--- src/rtl/oag_pkg.sv ---
// package: addressing modes, operation classes, bus carriers and constants
package oag_pkg;

	// addressing modes, as presented by the opcode decoder
	typedef enum logic [3:0] {
		OAG_M_INH     = 4'h0,
		OAG_M_IMM     = 4'h1,
		OAG_M_DIR_S   = 4'h2,
		OAG_M_DIR_L   = 4'h3,
		OAG_M_IDX_0   = 4'h4,
		OAG_M_IDX_S   = 4'h5,
		OAG_M_IDX_L   = 4'h6,
		OAG_M_IND_S   = 4'h7,
		OAG_M_IND_L   = 4'h8,
		OAG_M_INX_S   = 4'h9,
		OAG_M_INX_L   = 4'hA
	} oag_mode_t;

	// inherent operation classes that matter to this block
	typedef enum logic [1:0] {
		OAG_OP_OTHER                  = 2'h0,
		OAG_OP_MASK_ALL_INTERRUPTS    = 2'h1,
		OAG_OP_UNMASK_INTERRUPTS      = 2'h2
	} oag_op_t;

	// sequencer states
	typedef enum logic [2:0] {
		OAG_S_IDLE  = 3'b000,
		OAG_S_FB1   = 3'b001,
		OAG_S_FB2   = 3'b010,
		OAG_S_PTR1  = 3'b011,
		OAG_S_PTR2  = 3'b100,
		OAG_S_DONE  = 3'b101
	} oag_state_t;

	// decoded instruction request
	typedef struct packed {
		oag_mode_t mode;
		oag_op_t   op;
		logic      use_y;
		logic      rmw;
	} oag_req_t;

	// memory read request
	typedef struct packed {
		logic        rd;
		logic [15:0] addr;
	} oag_mem_t;

	// result handed to the execution stage
	typedef struct packed {
		logic [15:0] ea;
		logic [7:0]  imm;
		logic        is_imm;
		logic        illegal;
		logic [2:0]  len;
	} oag_res_t;

	localparam logic [15:0] OAG_ZPAGE_MAX  = 16'h00FF;
	localparam logic [1:0]  OAG_IMASK_ALL  = 2'h3;
	localparam logic [1:0]  OAG_IMASK_NONE = 2'h0;
	localparam logic [1:0]  OAG_IMASK_RST  = 2'h3;
	localparam logic [2:0]  OAG_LEN_BASE   = 3'h1;

endpackage : oag_pkg

--- src/rtl/oag_addr_gen.sv ---
// operand address generator: fetches operand bytes, forms effective address
`timescale 1ns/1ps
`default_nettype none
module oag_addr_gen #(
	parameter int ADDR_W = 16
) (
	input  wire logic              ref_clk,
	input  wire logic              rst,
	input  wire logic              start,
	input  wire oag_pkg::oag_req_t req,
	input  wire logic [15:0]       pc,
	input  wire logic [7:0]        idx_x,
	input  wire logic [7:0]        idx_y,
	output oag_pkg::oag_mem_t      mem,
	input  wire logic              mem_ack,
	input  wire logic [7:0]        mem_rdata,
	output logic                   busy,
	output logic                   done,
	output oag_pkg::oag_res_t      res,
	output logic [1:0]             imask
);
	import oag_pkg::*;

	// elaboration check: the sequencer forms 16-bit addresses only
	if (ADDR_W != 16) begin : g_addr_w_bad
		$error("oag_addr_gen: only a 16-bit address space is served");
	end

	typedef struct packed {
		oag_state_t  state;
		oag_req_t    req;
		logic [15:0] fetch_addr;
		logic [7:0]  b1;
		logic [7:0]  b2;
		logic [7:0]  ptr_hi;
		logic [7:0]  index;
		logic [15:0] mem_addr;
		logic        mem_rd;
		logic        done;
		oag_res_t    res;
	} oag_st_t;

	oag_st_t st_q;
	oag_st_t st_d;

	logic [1:0] nb;
	logic       is_ptr;
	logic       ptr_word;
	logic       indexed;
	logic       short_form;

	// decode of the mode held for the current instruction
	oag_mode_info u_info (
		.mode       (st_q.req.mode),
		.nbytes     (nb),
		.is_ptr     (is_ptr),
		.ptr_word   (ptr_word),
		.indexed    (indexed),
		.short_form (short_form)
	);

	// decode of the incoming request, for length and legality
	logic [1:0] nb_in;
	logic       short_in;
	oag_mode_info u_info_in (
		.mode       (req.mode),
		.nbytes     (nb_in),
		.is_ptr     (),
		.ptr_word   (),
		.indexed    (),
		.short_form (short_in)
	);

	// 8-bit zero extension into the address space
	function automatic logic [15:0] zext8(input logic [7:0] v);
		zext8 = {8'h00, v};
	endfunction : zext8

	// unsigned index plus offset
	function automatic logic [15:0] add_idx(input logic [15:0] base, input logic [7:0] ix);
		add_idx = base + zext8(ix);
	endfunction : add_idx

	wire start_ok = start && (st_q.state == OAG_S_IDLE);
	// rmw on a long form, or immediate, is not served
	wire rmw_bad = req.rmw && !(short_in || req.mode == OAG_M_INH);

	// sequencer
	always_comb begin
		st_d = st_q;
		st_d.done = 1'b0;
		case (st_q.state)
			OAG_S_IDLE: begin
				if (start_ok) begin
					st_d.req = req;
					st_d.index = req.use_y ? idx_y : idx_x;
					st_d.fetch_addr = pc + 16'h0001;
					st_d.res.illegal = rmw_bad;
					st_d.res.len = OAG_LEN_BASE + {1'b0, nb_in};
					st_d.res.is_imm = (req.mode == OAG_M_IMM);
					st_d.res.ea = 16'h0000;
					st_d.res.imm = 8'h00;
					if (rmw_bad || nb_in == 2'd0) begin
						st_d.state = OAG_S_DONE;
					end else begin
						st_d.mem_addr = pc + 16'h0001;
						st_d.mem_rd = 1'b1;
						st_d.state = OAG_S_FB1;
					end
				end
			end
			OAG_S_FB1: begin
				if (mem_ack) begin
					st_d.b1 = mem_rdata;
					if (nb == 2'd2) begin
						st_d.mem_addr = st_q.fetch_addr + 16'h0001;
						st_d.state = OAG_S_FB2;
					end else if (is_ptr) begin
						st_d.mem_addr = zext8(mem_rdata); // pointer in zero page
						st_d.state = OAG_S_PTR1;
					end else begin
						st_d.mem_rd = 1'b0;
						st_d.state = OAG_S_DONE;
					end
				end
			end
			OAG_S_FB2: begin
				if (mem_ack) begin
					st_d.b2 = mem_rdata;
					st_d.mem_rd = 1'b0;
					st_d.state = OAG_S_DONE;
				end
			end
			OAG_S_PTR1: begin
				if (mem_ack) begin
					st_d.ptr_hi = mem_rdata;
					if (ptr_word) begin
						st_d.mem_addr = zext8(st_q.b1 + 8'h01);
						st_d.state = OAG_S_PTR2;
					end else begin
						st_d.mem_rd = 1'b0;
						st_d.state = OAG_S_DONE;
					end
				end
			end
			OAG_S_PTR2: begin
				if (mem_ack) begin
					st_d.b2 = mem_rdata;
					st_d.mem_rd = 1'b0;
					st_d.state = OAG_S_DONE;
				end
			end
			OAG_S_DONE: begin
				st_d.done = 1'b1;
				st_d.state = OAG_S_IDLE;
				case (st_q.req.mode)
					OAG_M_IMM:   st_d.res.imm = st_q.b1;
					OAG_M_DIR_S: st_d.res.ea = zext8(st_q.b1);
					OAG_M_DIR_L: st_d.res.ea = {st_q.b1, st_q.b2};
					OAG_M_IDX_0: st_d.res.ea = zext8(st_q.index);
					OAG_M_IDX_S: st_d.res.ea = add_idx(zext8(st_q.b1), st_q.index);
					OAG_M_IDX_L: st_d.res.ea = add_idx({st_q.b1, st_q.b2}, st_q.index);
					OAG_M_IND_S: st_d.res.ea = zext8(st_q.ptr_hi);
					OAG_M_IND_L: st_d.res.ea = {st_q.ptr_hi, st_q.b2};
					OAG_M_INX_S: st_d.res.ea = add_idx(zext8(st_q.ptr_hi), st_q.index);
					OAG_M_INX_L: st_d.res.ea = add_idx({st_q.ptr_hi, st_q.b2}, st_q.index);
					default:     st_d.res.ea = 16'h0000;
				endcase
			end
			default: st_d.state = OAG_S_IDLE;
		endcase
	end

	// state register
	always_ff @(posedge ref_clk or posedge rst) begin
		if (rst) begin
			st_q <= '0;
		end else begin
			st_q <= st_d;
		end
	end

	// interrupt mask level, driven by inherent ops when taken
	oag_imask u_imask (
		.ref_clk (ref_clk),
		.rst     (rst),
		.set_all (start_ok && req.mode == OAG_M_INH && req.op == OAG_OP_MASK_ALL_INTERRUPTS),
		.clr_all (start_ok && req.mode == OAG_M_INH && req.op == OAG_OP_UNMASK_INTERRUPTS),
		.level   (imask)
	);

	assign mem.rd   = st_q.mem_rd;
	assign mem.addr = st_q.mem_addr;
	assign busy     = st_q.state != OAG_S_IDLE;
	assign done     = st_q.done;
	assign res      = st_q.res;

	// checks
	property p_short_zpage;
		@(posedge ref_clk) disable iff (rst)
		done && (st_q.req.mode inside {OAG_M_DIR_S, OAG_M_IDX_0, OAG_M_IND_S}) |-> res.ea <= OAG_ZPAGE_MAX;
	endproperty
	a_short_zpage: assert property (p_short_zpage) else $error("short form left zero page");

	property p_idx_s_max;
		@(posedge ref_clk) disable iff (rst)
		done && (st_q.req.mode inside {OAG_M_IDX_S, OAG_M_INX_S}) |-> res.ea <= 16'h01FE;
	endproperty
	a_idx_s_max: assert property (p_idx_s_max) else $error("short indexed beyond 1FE");

	property p_inh_len;
		@(posedge ref_clk) disable iff (rst)
		start_ok && req.mode == OAG_M_INH && !req.rmw |=> ##1 done && res.len == 3'h1;
	endproperty
	a_inh_len: assert property (p_inh_len) else $error("inherent not one byte");

	property p_rmw_long;
		@(posedge ref_clk) disable iff (rst)
		start_ok && req.rmw && req.mode == OAG_M_DIR_L |=> ##1 done && res.illegal;
	endproperty
	a_rmw_long: assert property (p_rmw_long) else $error("long rmw accepted");

	property p_mask;
		@(posedge ref_clk) disable iff (rst)
		start_ok && req.mode == OAG_M_INH && req.op == OAG_OP_MASK_ALL_INTERRUPTS |=> imask == 2'h3;
	endproperty
	a_mask: assert property (p_mask) else $error("mask level not 3");

	property p_unmask;
		@(posedge ref_clk) disable iff (rst)
		start_ok && req.mode == OAG_M_INH && req.op == OAG_OP_UNMASK_INTERRUPTS |=> imask == 2'h0;
	endproperty
	a_unmask: assert property (p_unmask) else $error("mask level not 0");

	property p_first_fetch;
		@(posedge ref_clk) disable iff (rst)
		start_ok && req.mode == OAG_M_DIR_S |=> mem.rd && mem.addr == $past(pc) + 16'h0001;
	endproperty
	a_first_fetch: assert property (p_first_fetch) else $error("operand fetch not at pc+1");

	property p_ptr_read;
		@(posedge ref_clk) disable iff (rst)
		st_q.state == OAG_S_FB1 && mem_ack && is_ptr |=> mem.rd && mem.addr == {8'h00, $past(mem_rdata)};
	endproperty
	a_ptr_read: assert property (p_ptr_read) else $error("pointer not read at zero page");

	property p_idx0;
		@(posedge ref_clk) disable iff (rst)
		done && st_q.req.mode == OAG_M_IDX_0 |-> res.ea == {8'h00, st_q.index};
	endproperty
	a_idx0: assert property (p_idx0) else $error("no-offset indexed address wrong");

	property p_long_second;
		@(posedge ref_clk) disable iff (rst)
		st_q.state == OAG_S_FB1 && mem_ack && nb == 2'd2 |=> mem.rd && mem.addr == st_q.fetch_addr + 16'h0001;
	endproperty
	a_long_second: assert property (p_long_second) else $error("second operand byte not at pc+2");

	property p_ptr_second;
		@(posedge ref_clk) disable iff (rst)
		st_q.state == OAG_S_PTR1 && mem_ack && ptr_word |=> mem.rd && mem.addr[15:8] == 8'h00 &&
			mem.addr[7:0] == st_q.b1 + 8'h01;
	endproperty
	a_ptr_second: assert property (p_ptr_second) else $error("pointer low byte not read next in zero page");

	property p_illegal_no_fetch;
		@(posedge ref_clk) disable iff (rst)
		start_ok && rmw_bad |=> !mem.rd && st_q.state == OAG_S_DONE;
	endproperty
	a_illegal_no_fetch: assert property (p_illegal_no_fetch) else $error("refused rmw started a fetch");

	property p_inh_no_fetch;
		@(posedge ref_clk) disable iff (rst)
		start_ok && req.mode == OAG_M_INH |=> !mem.rd && busy;
	endproperty
	a_inh_no_fetch: assert property (p_inh_no_fetch) else $error("inherent op fetched a byte");

	property p_imm_fetch;
		@(posedge ref_clk) disable iff (rst)
		start_ok && req.mode == OAG_M_IMM && !req.rmw |=> mem.rd && mem.addr == $past(pc) + 16'h0001;
	endproperty
	a_imm_fetch: assert property (p_imm_fetch) else $error("immediate operand not fetched at pc+1");

	// short forms: plain ones stay in zero page, indexed ones reach 1FE at most
	property p_short_span;
		@(posedge ref_clk) disable iff (rst)
		done && short_form |-> (indexed ? (res.ea <= 16'h01FE) : (res.ea <= OAG_ZPAGE_MAX));
	endproperty
	a_short_span: assert property (p_short_span) else $error("short form address out of span");

	c_done_imm: cover property (@(posedge ref_clk) done && st_q.req.mode == OAG_M_IMM);
	c_done_inxl: cover property (@(posedge ref_clk) done && st_q.req.mode == OAG_M_INX_L);
	c_done_idxl: cover property (@(posedge ref_clk) done && st_q.req.mode == OAG_M_IDX_L);
	c_done_illegal: cover property (@(posedge ref_clk) done && res.illegal);

endmodule : oag_addr_gen
`default_nettype wire

--- src/rtl/oag_imask.sv ---
// interrupt mask level register
`timescale 1ns/1ps
`default_nettype none
module oag_imask (
	input  wire logic            ref_clk,
	input  wire logic            rst,
	input  wire logic            set_all,
	input  wire logic            clr_all,
	output logic [1:0]           level
);
	import oag_pkg::*;

	typedef struct packed {
		logic [1:0] level;
	} oag_imask_st_t;

	oag_imask_st_t st_q;
	oag_imask_st_t st_d;

	// mask/unmask from decoded inherent ops
	always_comb begin
		st_d = st_q;
		if (set_all) begin
			st_d.level = OAG_IMASK_ALL;
		end else if (clr_all) begin
			st_d.level = OAG_IMASK_NONE;
		end
	end

	// state register
	always_ff @(posedge ref_clk or posedge rst) begin
		if (rst) begin
			st_q <= '{level: OAG_IMASK_RST};
		end else begin
			st_q <= st_d;
		end
	end

	assign level = st_q.level;

endmodule : oag_imask
`default_nettype wire

--- src/rtl/oag_mode_info.sv ---
// mode decode: operand byte count, pointer use and size
`timescale 1ns/1ps
`default_nettype none
module oag_mode_info (
	input  wire oag_pkg::oag_mode_t mode,
	output logic [1:0]              nbytes,
	output logic                    is_ptr,
	output logic                    ptr_word,
	output logic                    indexed,
	output logic                    short_form
);
	import oag_pkg::*;

	// per-mode properties
	always_comb begin
		nbytes     = 2'd0;
		is_ptr     = 1'b0;
		ptr_word   = 1'b0;
		indexed    = 1'b0;
		short_form = 1'b0;
		case (mode)
			OAG_M_IMM:   begin nbytes = 2'd1; end
			OAG_M_DIR_S: begin nbytes = 2'd1; short_form = 1'b1; end
			OAG_M_DIR_L: begin nbytes = 2'd2; end
			OAG_M_IDX_0: begin indexed = 1'b1; short_form = 1'b1; end
			OAG_M_IDX_S: begin nbytes = 2'd1; indexed = 1'b1; short_form = 1'b1; end
			OAG_M_IDX_L: begin nbytes = 2'd2; indexed = 1'b1; end
			OAG_M_IND_S: begin nbytes = 2'd1; is_ptr = 1'b1; short_form = 1'b1; end
			OAG_M_IND_L: begin nbytes = 2'd1; is_ptr = 1'b1; ptr_word = 1'b1; end
			OAG_M_INX_S: begin nbytes = 2'd1; is_ptr = 1'b1; indexed = 1'b1; short_form = 1'b1; end
			OAG_M_INX_L: begin nbytes = 2'd1; is_ptr = 1'b1; ptr_word = 1'b1; indexed = 1'b1; end
			default:     begin nbytes = 2'd0; end
		endcase
	end

endmodule : oag_mode_info
`default_nettype wire

--- config.mk ---
export PLATFORM = sky130hd
export DESIGN_NAME = oag_addr_gen
export DESIGN_NICKNAME = d
export VERILOG_FILES = /design/src/rtl/oag_pkg.sv /design/src/rtl/oag_addr_gen.sv /design/src/rtl/oag_imask.sv /design/src/rtl/oag_mode_info.sv
export SDC_FILE = /design/constraint.sdc
export NUM_CORES = 1
export LEC_CHECK = 0
export BUFFER_PORTS_ARGS = -buffer_cell sky130_fd_sc_hd__buf_2
export CAP_MARGIN = 20
export CORE_MARGIN = 1.5
export CORE_UTILIZATION = 45
export CTS_CLUSTER_DIAMETER = 30
export DETAILED_ROUTE_END_ITERATION = 10
export PLACE_DENSITY = 0.7
export SLEW_MARGIN = 20
export SYNTH_ARGS = -nofsm -noshare
export SYNTH_HDL_FRONTEND = slang
export SYNTH_HIERARCHICAL = 1
export SYNTH_SLANG_ARGS = --single-unit
--- constraint.sdc ---
create_clock -name ref_clk -period 7.3 [get_ports ref_clk]
set_clock_uncertainty 0.2 [all_clocks]
set_input_delay 0.73 -clock ref_clk [delete_from_list [all_inputs] [get_ports ref_clk]]
set_output_delay 0.73 -clock ref_clk [all_outputs]
set_load 0.05 [all_outputs]
==> impl_metrics.ini, run 1 <==
[timing]
finalCritPeriodShare_pct = 51.18
worst_pin_slew_ns = 0.9012
rsz0062_at_grt = no
period_needed_ns = 3.736
maxSlewViolCount = 0
slew_headroom_pct = 39.92
fin_setup_tns_ns = 0
fin_ws_ns = 3.564
report.final.hold_viol_count = 0
max_freq_ghz = 0.2677
finalSetupViolations = 0

[hold_path]
hold_class = input port to async pin

[clock_network]
clk_latency_ns = 0.35
cts_resized = 0
root_buffer = clkbuf_16
postCtsHoldBufs = 0
cts_buffers = 9
cts_tree = done
cts_setup_buffers = 0
clockBufferDepth = 2
cts_max_level = 3
clock-sinks = 103
clkTransAtPathRegs_ns = 0.08

[route]
wl_per_cell_um = 17.05
routed-wl-met2_mm = 8.254
vias = 5841
detail_route.vias_per_cell = 5.531
ant_nets = 0
wl_met3_mm = 1.025
dr.pass1.iters = 5
drt-initial-drc-count = 419
wl_met1_mm = 8.463
routed.top_layer = met4
remaining_drc_errors = 0
wl_mm = 18.00

[placement]
dp_slack_ns = 3.628
placed_area_um2 = 7442
io_buffer_count = 101
gp_congestion = 0.9356
hpwl_mm = 13.27

[setup_path]
r2r_cells = 10
rrSetupSlack_ns = 3.56
worst_ep_required_time_ns = 7.33
worst_setup_path_end_kind = flip-flop
critPathArrivalTime_ns = 3.77
crit_fanout = 15
criticalPathCategory = flip-flop to flip-flop
startpoint_type = flip-flop
reg2reg_from = st_q[99]$_DFFE_PP0P_
rr_endpoint = res[18]$_DFFE_PP0P_

[outcome]
status = completed

[power_and_ir_drop]
total_power_mw = 3.861
max-vdd-ir-drop_mv = 0.2186
power_per_cell_area_nw_per_um2 = 497.3
p_leak_nw = 3.551

[cells_and_area]
drive_gt1_share_pct = 21.31
multi_input_area_um2 = 3980
fill_cells = 1530
seq_area_um2 = 2579
num_antenna_cells = 0
design_area_um2 = 7762
fin_util_pct = 49.40
nets = 912
syn_to_final_growth_pct = 8.046

[global_routing]
grt_pass1_wl_mm = 28.64
grt_pass1_vias = 5382
grt_util_all_layers_pct = 22.02
grt_start_max_net_pins = 67
grt_overflow_total = 0
antenna_found_initial = 0

[logic_synthesis]
synth_nets = 884
netlist_instances = 807
yosysWarningCount = 6
avgSynthCellArea_um2 = 8.903
syn_area_um2 = 7184

[flow_run]
cap_violations = 0

[floorplanning]
fp.dieW_um = 129.4
die_area_um2 = 16730
initial_core_util_pct = 45.72
io_pins = 102
rows = 46
dieHeight_um = 129.4
design.core.area_um2 = 15710
==> per-stage QoR <==
step	hold WS (ns)	instances
6_report	0.1962	1056
5_1_grt	0.1861	1056
4_1_cts	0.1865	1056
3_5_place_dp	0.2583	1040
3_3_place_gp	0.2602	1040
2_1_floorplan	0.2469	807
==> metal layers <==
metal | global-route usage [%] | vias up
met2 | 34.45 | 195
met5 | 0 | -
li1 | - | 2875
met1 | 31.42 | 2751
met3 | 3.551 | 20
met4 | 6.609 | 0
==> flip-flops by register name, indices dropped and copies added (netlist names) <==
register and count:
res 29, st_q 55, done 1, u_imask/level 1
mem 17
==> layout make-up <==
type                       instances  share of cell area (%)
multi-input combinational        597                   51.27
clock buffer                      11                   3.256
tap                              216                   3.482
inverter                          17                  0.8543
sequential                       103                   33.22
timing repair buffer             107                   7.092
clock inverter                     5                  0.8221
==> report_power, final <==
group,leakage [nW],internal (mW),switching [mW]
Sequential,1.32,0.827,0.374
Combinational,2.08,0.802,1.35
Clock,0.153,0.288,0.224
==> worst max-delay path, cell delays in order, from the launching register on <==
cell	delay, ns
dfrtp_1	0.64
nand2b_1	0.19
nor3b_2	0.60
mux2_2	0.43
ha_1	0.31
a21o_1	0.19
a22o_1	0.24
or2_2	0.28
xor2_1	0.14
a221oi_1	0.28
o21ai_0	0.11
==> cells in the final DEF, fill, tap and decap left out, drive strengths merged, types with 19 or more instances in the layout <==
master	count
nor2	38
dfrtp	102
o21ai	72
inv	19
nand3	25
buf	107
xor2	23
xnor2	31
nand2	133
mux2i	20
mux2	34
ha	23
a21oi	27
==> worst max-delay path by stage <==
stage / startpoint / to / slack, ns
finish: st_q[99]$_DFFE_PP0P_ / res[18]$_DFFE_PP0P_ / 3.56
global route: st_q[99]$_DFFE_PP0P_ / res[18]$_DFFE_PP0P_ / 3.36
detailed placement: st_q[99]$_DFFE_PP0P_ / res[18]$_DFFE_PP0P_ / 3.63
global placement: st_q[99]$_DFFE_PP0P_ / res[18]$_DFFE_PP0P_ / 3.75
floorplan: rst / done$_DFF_PP0_ / 3.69
CTS: st_q[99]$_DFFE_PP0P_ / res[18]$_DFFE_PP0P_ / 3.60
Note: power is estimated with default switching activity, not from simulation.
==> run 2: changes to the inputs <==
- clock period: 7.3 -> 3.6 ns (I/O delays scaled with it)
==> run 2 against run 1 <==
  * Global-route usage decreased by 0.12 points
  * Combinational power grew 110%
  * Critical path depth stayed put
  * Routed wire length is 2.2% lower
  * Final cell count up 1.2%
  * Via count is essentially flat
  * Clock-buffer cell count is the same
  * First-iteration DRC count is 5.5% lower
==> impl_metrics.ini, run 2 (synthesized netlist as in run 1, its figures left out) <==
[outcome]
status = completed

[global_routing]
grt_overflow_total = 0
grt_util_all_layers_pct = 21.90
antenna_found_initial = 0
grt_pass1_vias = 5407
grt_pass1_wl_mm = 28.56
grt_start_max_net_pins = 103

[floorplanning]
dieHeight_um = 129.4
design.core.area_um2 = 15710
fp.dieW_um = 129.4
rows = 46
initial_core_util_pct = 45.72
io_pins = 102
die_area_um2 = 16730

[timing]
period_needed_ns = 3.265
finalSetupViolations = 0
worst_pin_slew_ns = 0.7621
slew_headroom_pct = 49.19
rsz0062_at_grt = no
max_freq_ghz = 0.3063
maxSlewViolCount = 0
whs_ns = 0.07525
finalCritPeriodShare_pct = 90.70
report.final.hold_viol_count = 0
fin_setup_tns_ns = 0

[clock_network]
clock-sinks = 103
cts_max_level = 3
cts_setup_buffers = 0
clk_latency_ns = 0.36
cts_resized = 0
clkTransAtPathRegs_ns = 0.07
root_buffer = clkbuf_16
clockBufferDepth = 2
postCtsHoldBufs = 1
cts_buffers = 9
cts_tree = done

[cells_and_area]
num_antenna_cells = 0
drive_gt1_share_pct = 22.39
regMostFlops = st_q
final_common_cell = nand2_1
design_area_um2 = 7846
syn_to_final_growth_pct = 9.213
layout_common_cells = nand2_1 (133), dfrtp_1 (102), buf_2 (101), o21ai_0 (69), nor2_1 (38)
nets = 925
largest_register_ffs = 55
fin_util_pct = 49.94

[power_and_ir_drop]
p_leak_nw = 3.608
power_per_cell_area_nw_per_um2 = 997.2
total_power_mw = 7.824
max-vdd-ir-drop_mv = 0.5280

[placement]
gp_congestion = 0.9115
hpwl_mm = 13.03
placed_area_um2 = 7545
io_buffer_count = 101

[route]
wl_per_cell_um = 16.47
drt-initial-drc-count = 396
remaining_drc_errors = 0
ant_nets = 0
dr.pass1.iters = 5
wl_mm = 17.61
vias = 5837
detail_route.vias_per_cell = 5.460

[setup_path]
criticalPathCategory = flip-flop to flip-flop
critPathArrivalTime_ns = 3.30
crit_fanout = 5
worst_ep_required_time_ns = 3.63
rrSetupSlack_ns = 0.33
worst_setup_path_end_kind = flip-flop
startpoint_type = flip-flop

[hold_path]
hold_class = input port to flip-flop

[flow_run]
cap_violations = 0
-- run 2: cell types whose count changed in the layout (fill, tap and decap cells not counted) --
cell / delta
or3_2: +1
dlygate4sd3_1: +1
clkinv_2: +1
bufinv_16: -1
buf_4: +11
buf_12: +1
or3_4: -1
-- run 2: routing by layer --
layer  vias up  track usage, %  wire length (um)
li1       2893               -                 -
met1      2768           31.89              8622
met2       154           33.32              7835
met3        22           2.931               844
met4         0           7.733               305
met5         -               0                 0
-- run 2: path summary, 6_finish.rpt --
| kind | start | to | cells after the start |
|---|---|---|---|
| min reg2reg | res[16]$_DFFE_PP0P_ | res[16]$_DFFE_PP0P_ | 1 |
| max in group asynchronous | rst | res[6]$_DFFE_PP0P_ | 4 |
| max reg2reg | st_q[100]$_DFFE_PP0P_ | res[18]$_DFFE_PP0P_ | 10 |
| min in group asynchronous | rst | u_imask/level[0]$_DFFE_PP1P_ | 3 |
| max | st_q[100]$_DFFE_PP0P_ | res[18]$_DFFE_PP0P_ | 10 |
| min | req[3] | u_imask/level[0]$_DFFE_PP1P_ | 3 |
-- run 2: final cells by class --
cell class | instances | area [um^2]
Clock buffer | 11 | 252.7
Clock inverter | 5 | 38.79
Fill cell | 1497 | 7866
Inverter | 17 | 66.31
Multi-Input combinational cell | 597 | 3976
Sequential cell | 103 | 2579
Tap cell | 216 | 270.3
Timing Repair Buffer | 120 | 663.1
-- run 2: stage by stage --
| step | worst slack (ns) | instances |
|---|---|---|
| after floorplan | 0.1560 | 807 |
| after global placement | 0.3964 | 1052 |
| after detailed placement | 0.3804 | 1052 |
| after CTS | 0.3569 | 1069 |
| after global routing | 0.1480 | 1069 |
| final | 0.3350 | 1069 |
-- run 2: worst max-delay path: stages (launching register included) --
cell and delay (ns):
dfrtp_1 0.37, nand2b_1 0.19, nor3b_2 0.40, mux2_2 0.40, ha_1 0.31, a21o_1 0.19, a22o_1 0.25, or2_2 0.28
xor2_1 0.14, a221oi_1 0.28, o21ai_0 0.10
-- run 2: report_power, final --
group | switching, mW | internal (mW) | leakage (nW)
Clock | 0.456 | 0.512 | 0.143
Sequential | 0.589 | 1.68 | 1.32
Combinational | 2.89 | 1.69 | 2.15
Total | 3.94 | 3.89 | 3.61
==> run 3: changes to the inputs <==
- CORE_UTILIZATION: 45 -> 63
- PLACE_DENSITY: 0.7 -> 0.91
- clock period: 3.6 -> 4 ns (I/O delays scaled with it)
==> run 3 against run 2 <==
  * Global-route usage rose by 9.4 points
  * Routed wire length increased by 1.7%
  * Fmax shrank 5.3%
  * Non-clock buffer count down 5
  * Sequential share of layout area grew 0.66 points
  * Final cell count down 7.7%
  * Core utilization grew 20 points
  * Clock-buffer cell count grew 1
  * Clock power is 12% lower
  * Sequential cell count is the same
  * Largest cell class unchanged
  * Critical path depth grew 1
==> impl_metrics.ini, run 3 (synthesized netlist as in run 1, its figures left out) <==
[cells_and_area]
largest_register_ffs = 55
num_antenna_cells = 0
fill_cells = 839
final_common_cell = nand2_1
drive_gt1_share_pct = 21.72
stdcell_count = 987
nets = 920
layout_common_cells = nand2_1 (133), dfrtp_1 (102), buf_2 (101), o21ai_0 (69), nor2_1 (38)
syn_to_final_growth_pct = 7.071
regMostFlops = st_q

[power_and_ir_drop]
p_sw_share_pct = 50.93
p_int_mw = 3.456
power_per_cell_area_nw_per_um2 = 915.7
p_switching_mw = 3.588
max-vdd-ir-drop_mv = 0.6095
seqPwrFrac_pct = 30.6
comb_power_share_pct = 57.3
clock_power_share_pct = 12.1
p_leak_nw = 3.575

[clock_network]
cts_buffers = 9
clock-sinks = 103
clkTransAtPathRegs_ns = 0.07
cts_max_level = 3
clk_latency_ns = 0.35
clockBufferDepth = 2
cts_setup_buffers = 0
root_buffer = clkbuf_16
cts_resized = 0
cts_tree = done

[timing]
worst_pin_slew_ns = 0.7385
rsz0062_at_grt = no
max_freq_ghz = 0.2900
slew_headroom_pct = 50.76
finalCritPeriodShare_pct = 86.22
maxSlewViolCount = 0
period_needed_ns = 3.449
fin_setup_tns_ns = 0
report.final.hold_viol_count = 0
finalSetupViolations = 0

[route]
dr.pass1.iters = 7
drt-initial-drc-count = 548
remaining_drc_errors = 0
wl_mm = 17.91
ant_nets = 0
detail_route.vias_per_cell = 6.139
vias = 6059
wl_per_cell_um = 18.14

[global_routing]
grt_pass1_vias = 5705
grt_overflow_total = 0
grt_start_max_net_pins = 66
grt_util_all_layers_pct = 31.28
grt_pass1_wl_mm = 28.52
antenna_found_initial = 0

[setup_path]
critPathTopFamily = compound AO/OA/AOI/OAI gates
cp.buffers_inverters = 1
cpPeakStageDelay_ns = 0.50
rrSetupSlack_ns = 0.55
worst_setup_path_end_kind = flip-flop
crit_chain = nand2b_1, nor3b_2, buf_4, mux2_2, ha_1, a21o_1, a22o_1, or2_2, xor2_1, a221oi_1, o21ai_0
worst_ep_required_time_ns = 4.03
startpoint_type = flip-flop
crit_fanout = 13
critPathArrivalTime_ns = 3.48
criticalPathCategory = flip-flop to flip-flop
cpMaxStageDelayCell = dfrtp_1

[floorplanning]
fp.dieW_um = 109.8
design.core.area_um2 = 10980
io_pins = 102
dieHeight_um = 109.8
die_area_um2 = 12050
rows = 38
initial_core_util_pct = 65.41

[flow_run]
cap_violations = 0

[outcome]
status = completed

[placement]
dp_cells = 971
gp_congestion = 0.9792
io_buffer_count = 101
hpwl_mm = 13.14

[hold_path]
hold_class = input port to flip-flop
-- run 3: area by class of cell --
type                       count  area [um^2]  area share, %
timing repair buffer         115        613.1          7.970
inverter                      17        66.31         0.8621
multi-input combinational    597         3976          51.69
tap                          140        175.2          2.277
sequential                   103         2579          33.52
clock inverter                 3        26.28         0.3416
clock buffer                  12        256.5          3.334
-- run 3: final timing paths --
path / startpoint / endpoint / cells past startpoint
min reg2reg: res[16]$_DFFE_PP0P_ / res[16]$_DFFE_PP0P_ / 1
max reg2reg: st_q[100]$_DFFE_PP0P_ / res[18]$_DFFE_PP0P_ / 11
min: pc[0] / st_q[79]$_DFFE_PP0P_ / 2
min in group asynchronous: rst / mem[16]$_DFFE_PP0P_ / 3
max in group asynchronous: rst / res[11]$_DFFE_PP0P_ / 4
max: st_q[100]$_DFFE_PP0P_ / res[18]$_DFFE_PP0P_ / 11
-- run 3: routing by layer --
metal	vias up	routed length, um	share of wire [%]	track usage [%]
met1	2800	7726	43	42.98
li1	2889	-	-	-
met3	52	1510	8.4	5.394
met2	318	8076	45	48.40
met4	0	593	3.3	13.91
met5	-	0	0	0
-- run 3: metrics by stage --
stage	total power, mW	utilization, %	setup slack, ns	hold WS [ns]	area (um^2)
after CTS	6.976	70.04	0.6028	0.1121	7692
after global routing	7.493	70.04	0.3838	0.1251	7692
final	7.044	70.04	0.5514	0.1170	7692
after global placement	6.001	67.37	0.7635	0.2211	7400
after detailed placement	6.105	67.37	0.6225	0.2327	7400
after floorplan	5.434	-	0.5560	0.08970	7184
-- run 3: power groups by stage --
stage	clock, mW	sequential, mW	combinational (mW)
after global routing	0.903	2.20	4.39
after global placement	0	2.11	3.89
after CTS	0.862	2.12	4.00
after detailed placement	0	2.13	3.97
after floorplan	0	1.87	3.57
final	0.851	2.15	4.04
-- run 3: timing repair --
item	4_1_cts	5_1_grt
hold buffers	1	0
endpoints found under the setup margin	0	0
hold endpoints to repair	29	0
